`src/uepc_pkg.sv`:
```
// Constants, register indices and carrier types for the endpoint control block
package uepc_pkg;

    // Width of the OUT packet byte count
    localparam int          UEPC_CNT_W       = 11;

    // Register indices; byte address on the bus is four times the index
    localparam logic [5:0]  IDX_IN_CTL_LOW   = 6'h11;
    localparam logic [5:0]  IDX_IN_CTL_HIGH  = 6'h12;
    localparam logic [5:0]  IDX_OUT_CTL_LOW  = 6'h14;
    localparam logic [5:0]  IDX_OUT_CTL_HIGH = 6'h15;
    localparam logic [5:0]  IDX_OUT_CNT_LOW  = 6'h16;
    localparam logic [5:0]  IDX_OUT_CNT_HIGH = 6'h17;
    localparam logic [5:0]  IDX_EP_MODE      = 6'h18;

    // in_endpoint_control_low fields
    localparam int          B_IN_PRDY        = 0;
    localparam int          B_IN_HAS_PKT     = 1;
    localparam int          B_IN_FLUSH       = 3;
    localparam int          B_IN_CLR_TOG     = 6;
    // in_endpoint_control_high fields
    localparam int          B_IN_DBL         = 7;
    localparam int          B_IN_ISO         = 6;
    localparam int          B_IN_DIR         = 5;
    localparam int          B_IN_FORCE       = 3;
    localparam int          B_IN_SPLIT       = 2;
    // out_endpoint_control_low fields
    localparam int          B_OUT_OPR        = 0;
    localparam int          B_OUT_FULL       = 1;
    localparam int          B_OUT_OVR        = 2;
    localparam int          B_OUT_CRC        = 3;
    localparam int          B_OUT_FLUSH      = 4;
    localparam int          B_OUT_SEND_STL   = 5;
    localparam int          B_OUT_STL_SENT   = 6;
    localparam int          B_OUT_CLR_TOG    = 7;
    // out_endpoint_control_high fields
    localparam int          B_OUT_DBL        = 7;
    localparam int          B_OUT_ISO        = 6;
    // Endpoint mode register fields
    localparam int          B_IN_INT_EN      = 0;
    localparam int          B_OUT_INT_EN     = 1;
    localparam int          B_IN_UNDERRUN    = 2;

    // Packet slot limits
    localparam logic [1:0]  SLOTS_SINGLE     = 2'h1;
    localparam logic [1:0]  SLOTS_DOUBLE     = 2'h2;

    // Events from the packet engine
    typedef struct packed {
        logic                  sof;
        logic                  in_tx_done;
        logic                  in_ack;
        logic                  out_pkt;
        logic                  out_crc_err;
        logic [UEPC_CNT_W-1:0] out_bytes;
    } uepc_link_in_s;

    // Status and handshake decisions to the packet engine
    typedef struct packed {
        logic                  in_pkt_avail;
        logic                  in_toggle;
        logic                  out_toggle;
        logic                  out_ack;
        logic                  out_nak;
        logic                  out_stall;
        logic                  in_dir_active;
        logic                  out_dir_active;
        logic                  fifo_split;
        logic                  periodic_in;
        logic                  periodic_out;
    } uepc_link_out_s;

    // Whole state of the block
    typedef struct packed {
        logic                  wb_ack;
        logic [7:0]            wb_dat;
        logic                  in_dbl;
        logic                  in_iso;
        logic                  in_dir;
        logic                  in_force;
        logic                  in_split;
        logic                  in_ud;
        logic                  in_prdy;
        logic                  in_iso_wait;
        logic [1:0]            in_slots;
        logic                  in_toggle;
        logic                  out_dbl;
        logic                  out_iso;
        logic                  out_send_stall;
        logic                  out_stall_sent;
        logic                  out_crc_err;
        logic                  out_overrun;
        logic                  out_opr;
        logic [1:0]            out_slots;
        logic                  out_toggle;
        logic [UEPC_CNT_W-1:0] out_cnt0;
        logic [UEPC_CNT_W-1:0] out_cnt1;
        logic                  hs_ack;
        logic                  hs_nak;
        logic                  hs_stall;
        logic                  in_int;
        logic                  out_int;
        logic                  in_int_en;
        logic                  out_int_en;
    } uepc_state_s;

    localparam uepc_state_s UEPC_STATE_RST = '0;

endpackage

```
`src/uepc_endpoint.sv`:
```
// Endpoint 1-3 IN/OUT control and status logic with a classic Wishbone slave
//
// What this block does
// - IN FIFO flag reads 0 when empty, 1 with one or more packets.
// - Clear in_packet_ready on transmit, or with double buffering and a free slot.
// - Isochronous with underrun mode: in_packet_ready reads 0 until next SOF.
// - Transmit-caused clear of in_packet_ready raises the IN interrupt if enabled.
// - IN high bit 7 turns IN double buffering off or on.
// - IN high bit 6 selects bulk/interrupt or isochronous.
// - Bit 5 selects OUT or IN, only while split is 0.
// - Bit 3: toggle flips on ACK, or after every sent packet when 1.
// - Split bit 2: upper FIFO half to IN, lower half to OUT.
// - OUT interrupt when hardware sets out_packet_ready or sends a STALL.
// - Bulk OUT packet received sets out_packet_ready and interrupts.
// - Byte count of the ready OUT packet sits in high and low registers.
// - While out_send_stall is 1, every bulk OUT gets a STALL.
// - Each STALL sets out_stall_sent and interrupts; firmware clears it.
// - Two OUT packets held: out_packet_ready sets again after clear, second interrupt.
// - OUT high bit 6 selects isochronous OUT mode.
// - Isochronous packet with no room interrupts and sets out_overrun.
// - Isochronous CRC error still loads, sets ready and out_crc_error.
// - IN high bits 1 and 0 read zero, writes ignored.
// - Writing 1 to OUT clear_toggle zeroes the OUT toggle; bit reads 0.
`timescale 1ns/1ns
`default_nettype none

module uepc_endpoint (
    input  wire logic                   CLK_I,
    input  wire logic                   RST_I,
    input  wire logic                   CYC_I,
    input  wire logic                   STB_I,
    input  wire logic                   WE_I,
    input  wire logic [7:0]             ADR_I,
    input  wire logic [3:0]             SEL_I,
    input  wire logic [31:0]            DAT_I,
    output logic      [31:0]            DAT_O,
    output logic                        ACK_O,
    input  wire uepc_pkg::uepc_link_in_s  LINK_I,
    output var uepc_pkg::uepc_link_out_s  LINK_O,
    output logic                        IN_INT_O,
    output logic                        OUT_INT_O
);

    uepc_pkg::uepc_state_s q_r;
    uepc_pkg::uepc_state_s q_nxt;

    logic [5:0]  idx;
    logic [7:0]  wd;
    logic        req;
    logic        wr;
    logic        wr_in_low;
    logic        wr_in_high;
    logic        wr_out_low;
    logic        wr_out_high;
    logic        wr_mode;
    logic        out_pop;
    logic        out_room;
    logic [1:0]  in_cap;
    logic [1:0]  out_cap;
    logic [15:0] cnt_wide;
    logic [7:0]  rd_val;

    assign idx         = ADR_I[7:2];
    assign wd          = DAT_I[7:0];
    assign req         = CYC_I && STB_I;
    // Write lands only on the edge where ack is already high
    assign wr          = req && WE_I && q_r.wb_ack && SEL_I[0];
    assign wr_in_low   = wr && (idx == uepc_pkg::IDX_IN_CTL_LOW);
    assign wr_in_high  = wr && (idx == uepc_pkg::IDX_IN_CTL_HIGH);
    assign wr_out_low  = wr && (idx == uepc_pkg::IDX_OUT_CTL_LOW);
    assign wr_out_high = wr && (idx == uepc_pkg::IDX_OUT_CTL_HIGH);
    assign wr_mode     = wr && (idx == uepc_pkg::IDX_EP_MODE);
    assign in_cap      = q_r.in_dbl  ? uepc_pkg::SLOTS_DOUBLE : uepc_pkg::SLOTS_SINGLE;
    assign out_cap     = q_r.out_dbl ? uepc_pkg::SLOTS_DOUBLE : uepc_pkg::SLOTS_SINGLE;
    assign cnt_wide    = 16'(q_r.out_cnt0);

    // Firmware releases the head OUT packet by clearing ready or flushing
    assign out_pop = wr_out_low && (q_r.out_slots != 2'h0) &&
                     ((q_r.out_opr && !wd[uepc_pkg::B_OUT_OPR]) || wd[uepc_pkg::B_OUT_FLUSH]);

    always_comb begin
        rd_val = 8'h00;
        unique case (idx)
            uepc_pkg::IDX_IN_CTL_LOW: begin
                rd_val[uepc_pkg::B_IN_PRDY]    = q_r.in_prdy && !q_r.in_iso_wait;
                rd_val[uepc_pkg::B_IN_HAS_PKT] = q_r.in_slots != 2'h0;
            end
            uepc_pkg::IDX_IN_CTL_HIGH: begin
                rd_val[uepc_pkg::B_IN_DBL]   = q_r.in_dbl;
                rd_val[uepc_pkg::B_IN_ISO]   = q_r.in_iso;
                rd_val[uepc_pkg::B_IN_DIR]   = q_r.in_dir;
                rd_val[uepc_pkg::B_IN_FORCE] = q_r.in_force;
                rd_val[uepc_pkg::B_IN_SPLIT] = q_r.in_split;
            end
            uepc_pkg::IDX_OUT_CTL_LOW: begin
                rd_val[uepc_pkg::B_OUT_OPR]      = q_r.out_opr;
                rd_val[uepc_pkg::B_OUT_FULL]     = q_r.out_slots == out_cap;
                rd_val[uepc_pkg::B_OUT_OVR]      = q_r.out_overrun;
                rd_val[uepc_pkg::B_OUT_CRC]      = q_r.out_crc_err;
                rd_val[uepc_pkg::B_OUT_SEND_STL] = q_r.out_send_stall;
                rd_val[uepc_pkg::B_OUT_STL_SENT] = q_r.out_stall_sent;
            end
            uepc_pkg::IDX_OUT_CTL_HIGH: begin
                rd_val[uepc_pkg::B_OUT_DBL] = q_r.out_dbl;
                rd_val[uepc_pkg::B_OUT_ISO] = q_r.out_iso;
            end
            uepc_pkg::IDX_OUT_CNT_LOW:  rd_val = cnt_wide[7:0];
            uepc_pkg::IDX_OUT_CNT_HIGH: rd_val = cnt_wide[15:8];
            uepc_pkg::IDX_EP_MODE: begin
                rd_val[uepc_pkg::B_IN_INT_EN]   = q_r.in_int_en;
                rd_val[uepc_pkg::B_OUT_INT_EN]  = q_r.out_int_en;
                rd_val[uepc_pkg::B_IN_UNDERRUN] = q_r.in_ud;
            end
            default: rd_val = 8'h00;
        endcase
    end

    always_comb begin
        q_nxt          = q_r;
        q_nxt.hs_ack   = 1'b0;
        q_nxt.hs_nak   = 1'b0;
        q_nxt.hs_stall = 1'b0;
        q_nxt.in_int   = 1'b0;
        q_nxt.out_int  = 1'b0;
        q_nxt.wb_ack   = req && !q_r.wb_ack;
        if (req && !q_r.wb_ack) begin
            q_nxt.wb_dat = rd_val;
        end

        // Configuration writes
        if (wr_in_high) begin
            q_nxt.in_dbl   = wd[uepc_pkg::B_IN_DBL];
            q_nxt.in_iso   = wd[uepc_pkg::B_IN_ISO];
            q_nxt.in_dir   = wd[uepc_pkg::B_IN_DIR];
            q_nxt.in_force = wd[uepc_pkg::B_IN_FORCE];
            q_nxt.in_split = wd[uepc_pkg::B_IN_SPLIT];
        end
        if (wr_out_high) begin
            q_nxt.out_dbl = wd[uepc_pkg::B_OUT_DBL];
            q_nxt.out_iso = wd[uepc_pkg::B_OUT_ISO];
        end
        if (wr_mode) begin
            q_nxt.in_int_en  = wd[uepc_pkg::B_IN_INT_EN];
            q_nxt.out_int_en = wd[uepc_pkg::B_OUT_INT_EN];
            q_nxt.in_ud      = wd[uepc_pkg::B_IN_UNDERRUN];
        end

        // IN side: transmit completion frees the oldest slot
        if (LINK_I.in_tx_done && q_r.in_slots != 2'h0) begin
            q_nxt.in_slots = q_r.in_slots - 2'h1;
            q_nxt.in_prdy  = 1'b0;
            q_nxt.in_int   = q_r.in_int_en;
        end
        if (q_r.in_force ? LINK_I.in_tx_done : LINK_I.in_ack) begin
            q_nxt.in_toggle = !q_r.in_toggle;
        end
        if (LINK_I.sof) begin
            q_nxt.in_iso_wait = 1'b0;
        end
        if (wr_in_low) begin
            // Load is refused while ready is still high or no slot is free
            if (wd[uepc_pkg::B_IN_PRDY] && !q_r.in_prdy && q_nxt.in_slots < in_cap) begin
                q_nxt.in_prdy  = 1'b1;
                q_nxt.in_slots = q_nxt.in_slots + 2'h1;
                if (q_r.in_iso && q_r.in_ud) begin
                    q_nxt.in_iso_wait = 1'b1;
                end
            end
            if (wd[uepc_pkg::B_IN_FLUSH] && q_nxt.in_slots != 2'h0) begin
                q_nxt.in_slots = q_nxt.in_slots - 2'h1;
                q_nxt.in_prdy  = 1'b0;
            end
            if (wd[uepc_pkg::B_IN_CLR_TOG]) begin
                q_nxt.in_toggle = 1'b0;
            end
        end
        // Second slot still open: hand ready back so firmware can load again
        if (q_r.in_dbl && q_r.in_prdy && q_r.in_slots < uepc_pkg::SLOTS_DOUBLE) begin
            q_nxt.in_prdy = 1'b0;
        end

        // OUT side firmware writes come first so hardware sets win
        if (wr_out_low) begin
            q_nxt.out_send_stall = wd[uepc_pkg::B_OUT_SEND_STL];
            if (!wd[uepc_pkg::B_OUT_STL_SENT]) begin
                q_nxt.out_stall_sent = 1'b0;
            end
            if (!wd[uepc_pkg::B_OUT_OVR]) begin
                q_nxt.out_overrun = 1'b0;
            end
            if (wd[uepc_pkg::B_OUT_CLR_TOG]) begin
                q_nxt.out_toggle = 1'b0;
            end
        end
        if (out_pop) begin
            q_nxt.out_cnt0    = q_r.out_cnt1;
            q_nxt.out_slots   = q_r.out_slots - 2'h1;
            q_nxt.out_opr     = 1'b0;
            q_nxt.out_crc_err = 1'b0;
        end
        out_room = q_nxt.out_slots < out_cap;

        if (LINK_I.out_pkt) begin
            if (!q_r.out_iso) begin
                if (q_r.out_send_stall) begin
                    q_nxt.hs_stall       = 1'b1;
                    q_nxt.out_stall_sent = 1'b1;
                    q_nxt.out_int        = q_r.out_int_en;
                end else if (LINK_I.out_crc_err) begin
                    // Corrupt bulk packet: no handshake, host retries
                    q_nxt.out_slots = q_nxt.out_slots;
                end else if (out_room) begin
                    q_nxt.hs_ack     = 1'b1;
                    q_nxt.out_toggle = !q_r.out_toggle;
                    if (q_nxt.out_slots == 2'h0) begin
                        q_nxt.out_cnt0 = LINK_I.out_bytes;
                    end else begin
                        q_nxt.out_cnt1 = LINK_I.out_bytes;
                    end
                    q_nxt.out_slots = q_nxt.out_slots + 2'h1;
                end else begin
                    q_nxt.hs_nak = 1'b1;
                end
            end else if (out_room) begin
                if (q_nxt.out_slots == 2'h0) begin
                    q_nxt.out_cnt0 = LINK_I.out_bytes;
                end else begin
                    q_nxt.out_cnt1 = LINK_I.out_bytes;
                end
                q_nxt.out_slots = q_nxt.out_slots + 2'h1;
                if (LINK_I.out_crc_err) begin
                    // Flag is shared, so the ready head shows it even when the packet lands in the second slot
                    q_nxt.out_crc_err = 1'b1;
                end
            end else begin
                q_nxt.out_overrun = 1'b1;
                q_nxt.out_int     = q_r.out_int_en;
            end
        end

        // Ready rises one cycle after a slot holds a packet, also after a release
        if (!q_r.out_opr && q_r.out_slots != 2'h0 && !out_pop) begin
            q_nxt.out_opr = 1'b1;
            q_nxt.out_int = q_r.out_int_en;
        end
    end

    always_ff @(posedge CLK_I or posedge RST_I) begin
        if (RST_I) begin
            q_r <= uepc_pkg::UEPC_STATE_RST;
        end else begin
            q_r <= q_nxt;
        end
    end

    assign ACK_O                 = q_r.wb_ack;
    assign DAT_O                 = {24'h000000, q_r.wb_dat};
    assign IN_INT_O              = q_r.in_int;
    assign OUT_INT_O             = q_r.out_int;
    assign LINK_O.in_pkt_avail   = (q_r.in_slots != 2'h0) && !q_r.in_iso_wait;
    assign LINK_O.in_toggle      = q_r.in_toggle;
    assign LINK_O.out_toggle     = q_r.out_toggle;
    assign LINK_O.out_ack        = q_r.hs_ack;
    assign LINK_O.out_nak        = q_r.hs_nak;
    assign LINK_O.out_stall      = q_r.hs_stall;
    assign LINK_O.in_dir_active  = q_r.in_split || q_r.in_dir;
    assign LINK_O.out_dir_active = q_r.in_split || !q_r.in_dir;
    assign LINK_O.fifo_split     = q_r.in_split;
    assign LINK_O.periodic_in    = q_r.in_iso;
    assign LINK_O.periodic_out   = q_r.out_iso;
endmodule

`default_nettype wire

```
`config.mk`:
```
export PLATFORM = sky130hd
export DESIGN_NAME = uepc_endpoint
export DESIGN_NICKNAME = d
export VERILOG_FILES = /design/src/uepc_pkg.sv /design/src/uepc_endpoint.sv
export SDC_FILE = /design/constraint.sdc
export NUM_CORES = 1
export LEC_CHECK = 0
export ABC_CLOCK_PERIOD_IN_PS = 3900
export BUFFER_PORTS_ARGS = -buffer_cell sky130_fd_sc_hd__buf_2
export CAP_MARGIN = 20
export CORE_UTILIZATION = 40
export DETAILED_ROUTE_END_ITERATION = 7
export PLACE_DENSITY = 0.76
export SYNTH_ARGS = -nofsm -noshare
export SYNTH_HDL_FRONTEND = slang
export SYNTH_SLANG_ARGS = --single-unit
export TNS_END_PERCENT = 50
```
`constraint.sdc`:
```
create_clock -name CLK_I -period 3.9 [get_ports CLK_I]
set_input_delay 0.78 -clock CLK_I [delete_from_list [all_inputs] [get_ports CLK_I]]
set_output_delay 0.78 -clock CLK_I [all_outputs]
set_load 0.01 [all_outputs]
```
# Word-level counts from Yosys, hierarchy flattened
# Index checks and enable logic that the tools add are counted.
# W data, S select, Z words.
dict set report totals {
  output_inout_bits 46
  ff_bits 59
  inputBits 65
  word_cells 150
}
dict set report op_classes {
  reduce_logical 42
  mux 60
  n_eq_ne 10
  n_lt_le_gt_ge 3
  n_addsub 5
}
# operator n
set op_table {}
lappend op_table {{$mux W22} 2}
lappend op_table {{$eq A6 B5 Y1 const B} 7}
lappend op_table {{$mux W11} 3}
lappend op_table {{$mux W1} 31}
lappend op_table {{$mux W28} 1}
lappend op_table {{$mux W27} 1}
lappend op_table {{$mux W26} 1}
lappend op_table {{$mux W25} 1}
lappend op_table {{$logic_and A1 B1 Y1} 24}
lappend op_table {{$mux W2} 8}
lappend op_table {{$pmux W2 S5} 1}
lappend op_table {{$logic_not A1 Y1} 9}
lappend op_table {{$mux W3} 3}
lappend op_table {{$pmux W1 S3} 3}
lappend op_table {{$mux W4} 2}
lappend op_table {{$reduce_bool A2 Y1} 4}
lappend op_table {{$sub A2 B1 Y2 const B} 3}
lappend op_table {{$mux W5} 1}
lappend op_table {{$pmux W1 S5} 1}
lappend op_table {{$add A2 B1 Y2 const B} 2}
lappend op_table {{$lt A2 B2 Y1} 2}
lappend op_table {{$ne A2 B1 Y1 const B} 2}
lappend op_table {{$pmux W1 S4} 1}
lappend op_table {{$reduce_and A4 Y1} 1}
lappend op_table {{4 further kinds} 6}

# Depth between registers and ports, before layout
dict set report depth {
  ltp_word 15
  mapped_depth 16
  depth_no_buf 15
}

# Worst setup path after synthesis
# Ideal clock, no wire load.
dict set report synth_path {
  path_type {input to register}
  from {input ADR_I[2]}
  to {register q_r, in the netlist cnt_wide[4]}
  path_buffers 5
  arrival_time_ns 3.501
  path_slack_ns 0.274
  cell_stages 15
  path_cell_list {buf_6 nor4b_2 or4b_1 buf_6 nor2b_4 buf_6 buf_6 nor2_1 a21oi_1 ha_1 o31a_1 a21o_2 a21oi_2 buf_6 mux2_2}
}
# item line
set synth_lines {}
lappend synth_lines {{start, declared} uepc_endpoint.sv:33} ;# input wire logic [7:0] ADR_I,
lappend synth_lines {{end signal, assigned} uepc_endpoint.sv:250} ;# q_r <= uepc_pkg::UEPC_STATE_RST;
lappend synth_lines {{end signal, assigned} uepc_endpoint.sv:252} ;# q_r <= q_nxt;
lappend synth_lines {{end, declared} uepc_endpoint.sv:44} ;# uepc_pkg::uepc_state_s q_r;

# Worst setup path after layout
dict set report layout_path {
  from {input ADR_I[5]}
  to {register q_r[11] in the netlist's numbering}
}
dict set report layout_between {
  elab_chain_cells 11
  elab_cells_between_ends 14
  cone_classes {order compare (1); eq/ne (1); mux (7); reduce/logical (5)}
}
# item line
set layout_rtl {}
lappend layout_rtl {{$eq A6 B5 Y1 (*)} uepc_endpoint.sv:70} ;# assign wr_out_low = wr && (idx == uepc_pkg::IDX_OUT_CTL_LOW);
lappend layout_rtl {{$logic_and A1 B1 Y1 (*)} uepc_endpoint.sv:70}
lappend layout_rtl {{$logic_and A1 B1 Y1 (*) (2 in a row)} uepc_endpoint.sv:78} ;# assign out_pop = wr_out_low && (q_r.out_slots != 2'h0) &&
lappend layout_rtl {{$mux W3 (*)} uepc_endpoint.sv:195} ;# if (out_pop) begin
lappend layout_rtl {{$logic_not A2 Y1} {uepc_endpoint.sv:215, uepc_endpoint.sv:225}}
lappend layout_rtl {{$mux W11} --}
lappend layout_rtl {{$mux W26} --}
lappend layout_rtl {{$mux W25} --}
lappend layout_rtl {{$mux W27} --}
lappend layout_rtl {{$mux W22} --}
# Every way passes the cells marked *; elsewhere a longest branch is shown, timed or not. The select of a mux whose other input is x is not followed.
# A chain may end at the register's enable or synchronous reset.

==> reports/qor.yml <==
global_routing:
  grt_busiest_layer: "met2"
  grt_util_met2_pct: 26.5
  track_usage_pct: 16.7
  gr-usage-met1_pct: 20.7
  antenna_found_initial: 0
  grt_pass1_vias: 2291
  grt_max_degree: 35
  overflow: 0
  grt_use_met3_pct: 4.53
  grt_pass1_wl_um: 11000
worst_setup_path:
  arrival_ps: 3710
  crit_type: "input port to flop"
  cp_slowest_cell: "or4b_1"
  start_kind: "input port"
  critPathMostFrequentCell: "a21oi_1"
  worst_path_largest_cell_delay_ps: 600
  end_kind: "flop"
  crit_fanout: 11
  r2r_slack_ps: 570
  cp.required_ps: 4120
  crit_path_cell_trace: "buf_2, nand2b_2, or4b_1, nor2b_4, nor2_1, a21oi_1, ha_1, o31a_1, a21oi_1, nand3_2, mux2_4"
  reg2regPathDepth: 12
die:
  core-area_mm2: 0.00822
  boundaryPins: 111
  die_x_um: 94.1
  std_cell_rows: 33
  die_h_um: 94.1
  die_area_mm2: 0.00885
  start_util_pct: 41.3
logic_synthesis:
  syn-cell-area_mm2: 0.00339
  ys.flop_type: "dfrtp_1"
  syn-instance-count: 314
  async_flop_share_pct: 100
  seq_area_frac_synth_pct: 43.5
  ys_seq_elements: 59
  syn_area_per_cell_um2: 10.8
  ys_warn_count: 0
  synth-edff-count: 0
  synth_cell_types: 47
sta:
  fin_ws_ps: 408
  setup-tns-final_ps: 0
  worst_clock_skew_ps: 12.1
  maxSlewHeadroom_pct: 43.7
  drv_slew: 0
  max_clock_freq_mhz: 286
  setup_viol: 0
  rsz0062_at_grt: "false"
  worstMarginPinSlew_ps: 841
  hold_viol: 0
  period_share_pct: 89.5
  hold_ws_ps: 475
  finalCriticalPeriod_ps: 3490
run:
  max_cap_viol_count: 0
worst_hold_path:
  hold_path_class: "flop to flop"
  holdPathStages: 1
power_and_ir_drop:
  p_seq_share_pct: 42.0
  p_leak_uw: 0.00181
  ir_drop_v: 0.000289
  pwr-share-clk_pct: 21.6
  combPwrFrac_pct: 36.4
  power_density_mw_per_mm2: 566
  swShare_pct: 33.1
  switching_power_uw: 700
  internal-power_uw: 1410
cells_and_area:
  fillers: 796
  fin_nets: 435
  instances_no_fill: 475
  multiInputGateArea_mm2: 0.00157
  n_antenna_cell: 0
  register_area_mm2: 0.00148
  drive_above_1_share_pct: 35.1
  area_growth_pct: 10.1
  final_util_pct: 45.4
clock_network:
  ctsHtreeMaxLevel: 3
  cts_made_buffers: 9
  cts_tree: "done"
  post_cts_buffers: 0
  clock-sinks: 59
  clk_latency_ps: 340
  root_buffer: "clkbuf_8"
  cts_hold_buf: 0
  cts_buffer_depth: 2
  path_clk_slew_ps: 60
  cts_resized: 0
routing:
  ant_nets: 0
  dr.first_iter.drc_count: 147
  vias: 2369
  drc: 0
  drt-total-wl_um: 6930
  drt_pre_antenna_iters: 4
  wl_per_cell_um: 14.6
  routed_via_density: 4.99
placement:
  place_ws_ps: 56.6
  port_buffers: 57
  gp_routability_congestion: 0.871
  dp_hpwl_um: 5400
  dp_cells: 459
run_status:
  status: "finished, final reports clean"
-- layer usage --
metal,wire [µm],vias to the layer above
met5,0,-
met4,138,0
met3,338,11
met2,3400,83
met1,3050,1137
li1,-,1138
-- worst max-delay path: cells and delay by family --
kind,cells,cell delay [ps]
mux,1,430
compound gates,3,610
buf+inv,1,140
fa+ha+maj,1,280
simple gates,5,1470
-- layout by cell type, fill, tap and decap left out, types with 3 or more instances in the layout --
cell	n
buf_4	8
buf_2	57
conb_1	24
clkbuf_8	9
a22oi_1	4
nor2_1	21
mux2i_1	5
xnor2_1	6
nand2b_1	7
mux2_4	17
mux2_2	26
ha_1	5
nand3_1	6
a31oi_1	4
o21ai_0	15
clkinv_2	3
dfrtp_1	59
nand2_1	18
nor2b_1	5
nor3_1	6
clkbuf_1	4
a21oi_1	14
a222oi_1	3
inv_1	13
-- power by group through the flow --
stage          Clock [µW]  Sequential, µW  Combinational, µW
3_5_place_dp            0             896                769
5_1_grt               494             908                854
4_1_cts               468             888                774
2_1_floorplan           0             858                671
3_3_place_gp            0             887                737
6_report              457             888                769
-- worst paths after layout --
kind                            from   endpoint
max reg2reg                  q_r[40]    q_r[40]
min reg2reg                LINK_O[8]  LINK_O[8]
min in group asynchronous      RST_I   DAT_O[0]
max in group asynchronous      RST_I  LINK_O[0]
min                        LINK_O[8]  LINK_O[8]
max                         ADR_I[5]    q_r[11]
-- flip-flops by register name, summed over array words and instances, names as in the netlist --
register / count
DAT_O: 8
IN_INT_O: 1
cnt_wide: 11
LINK_O: 8
ACK_O: 1
OUT_INT_O: 1
q_r: 29
-- metrics by stage --
stage / cell area, µm² / total power, µW
2_1_floorplan: 3480 / 1530
6_report: 3730 / 2110
3_3_place_gp: 3580 / 1620
3_5_place_dp: 3580 / 1670
5_1_grt: 3730 / 2260
4_1_cts: 3730 / 2130
-- synth_stat cells (all sizes together) (5+ instances only) --
library cell / number / share of area [%]
nor3: 6 / 0.89
dfrtp: 59 / 44
nor2b: 6 / 1.3
nand2b: 8 / 1.5
mux2i: 5 / 1.5
nand2: 18 / 2.0
ha: 5 / 1.8
nor2: 21 / 2.3
buf: 46 / 11
xnor2: 6 / 1.5
nand3: 8 / 1.7
a21oi: 15 / 2.3
inv: 14 / 1.5
mux2: 43 / 16
o21ai: 15 / 2.2
-- cell families after synthesis --
group	count (synthesis)	synth area share (%)
AND/OR/NAND/NOR	81	13.0
buffers and inverters	62	12.6
flip-flops	59	43.5
AO/OA/AOI/OAI	50	9.19
multiplexers	48	17.6
XOR/XNOR	8	2.07
adder cells (fa/ha/maj)	5	1.85
other	1	0.111
-- cell type report --
cell class,count,share of cell area [%]
clock inverters,3,0.402
repair buffers,65,9.25
multi-input cells,216,42.1
inverters,14,1.41
clock buffers,13,3.72
flip-flops and latches,59,39.6
well taps,105,3.52
Note: power is estimated with default switching activity, not from simulation.
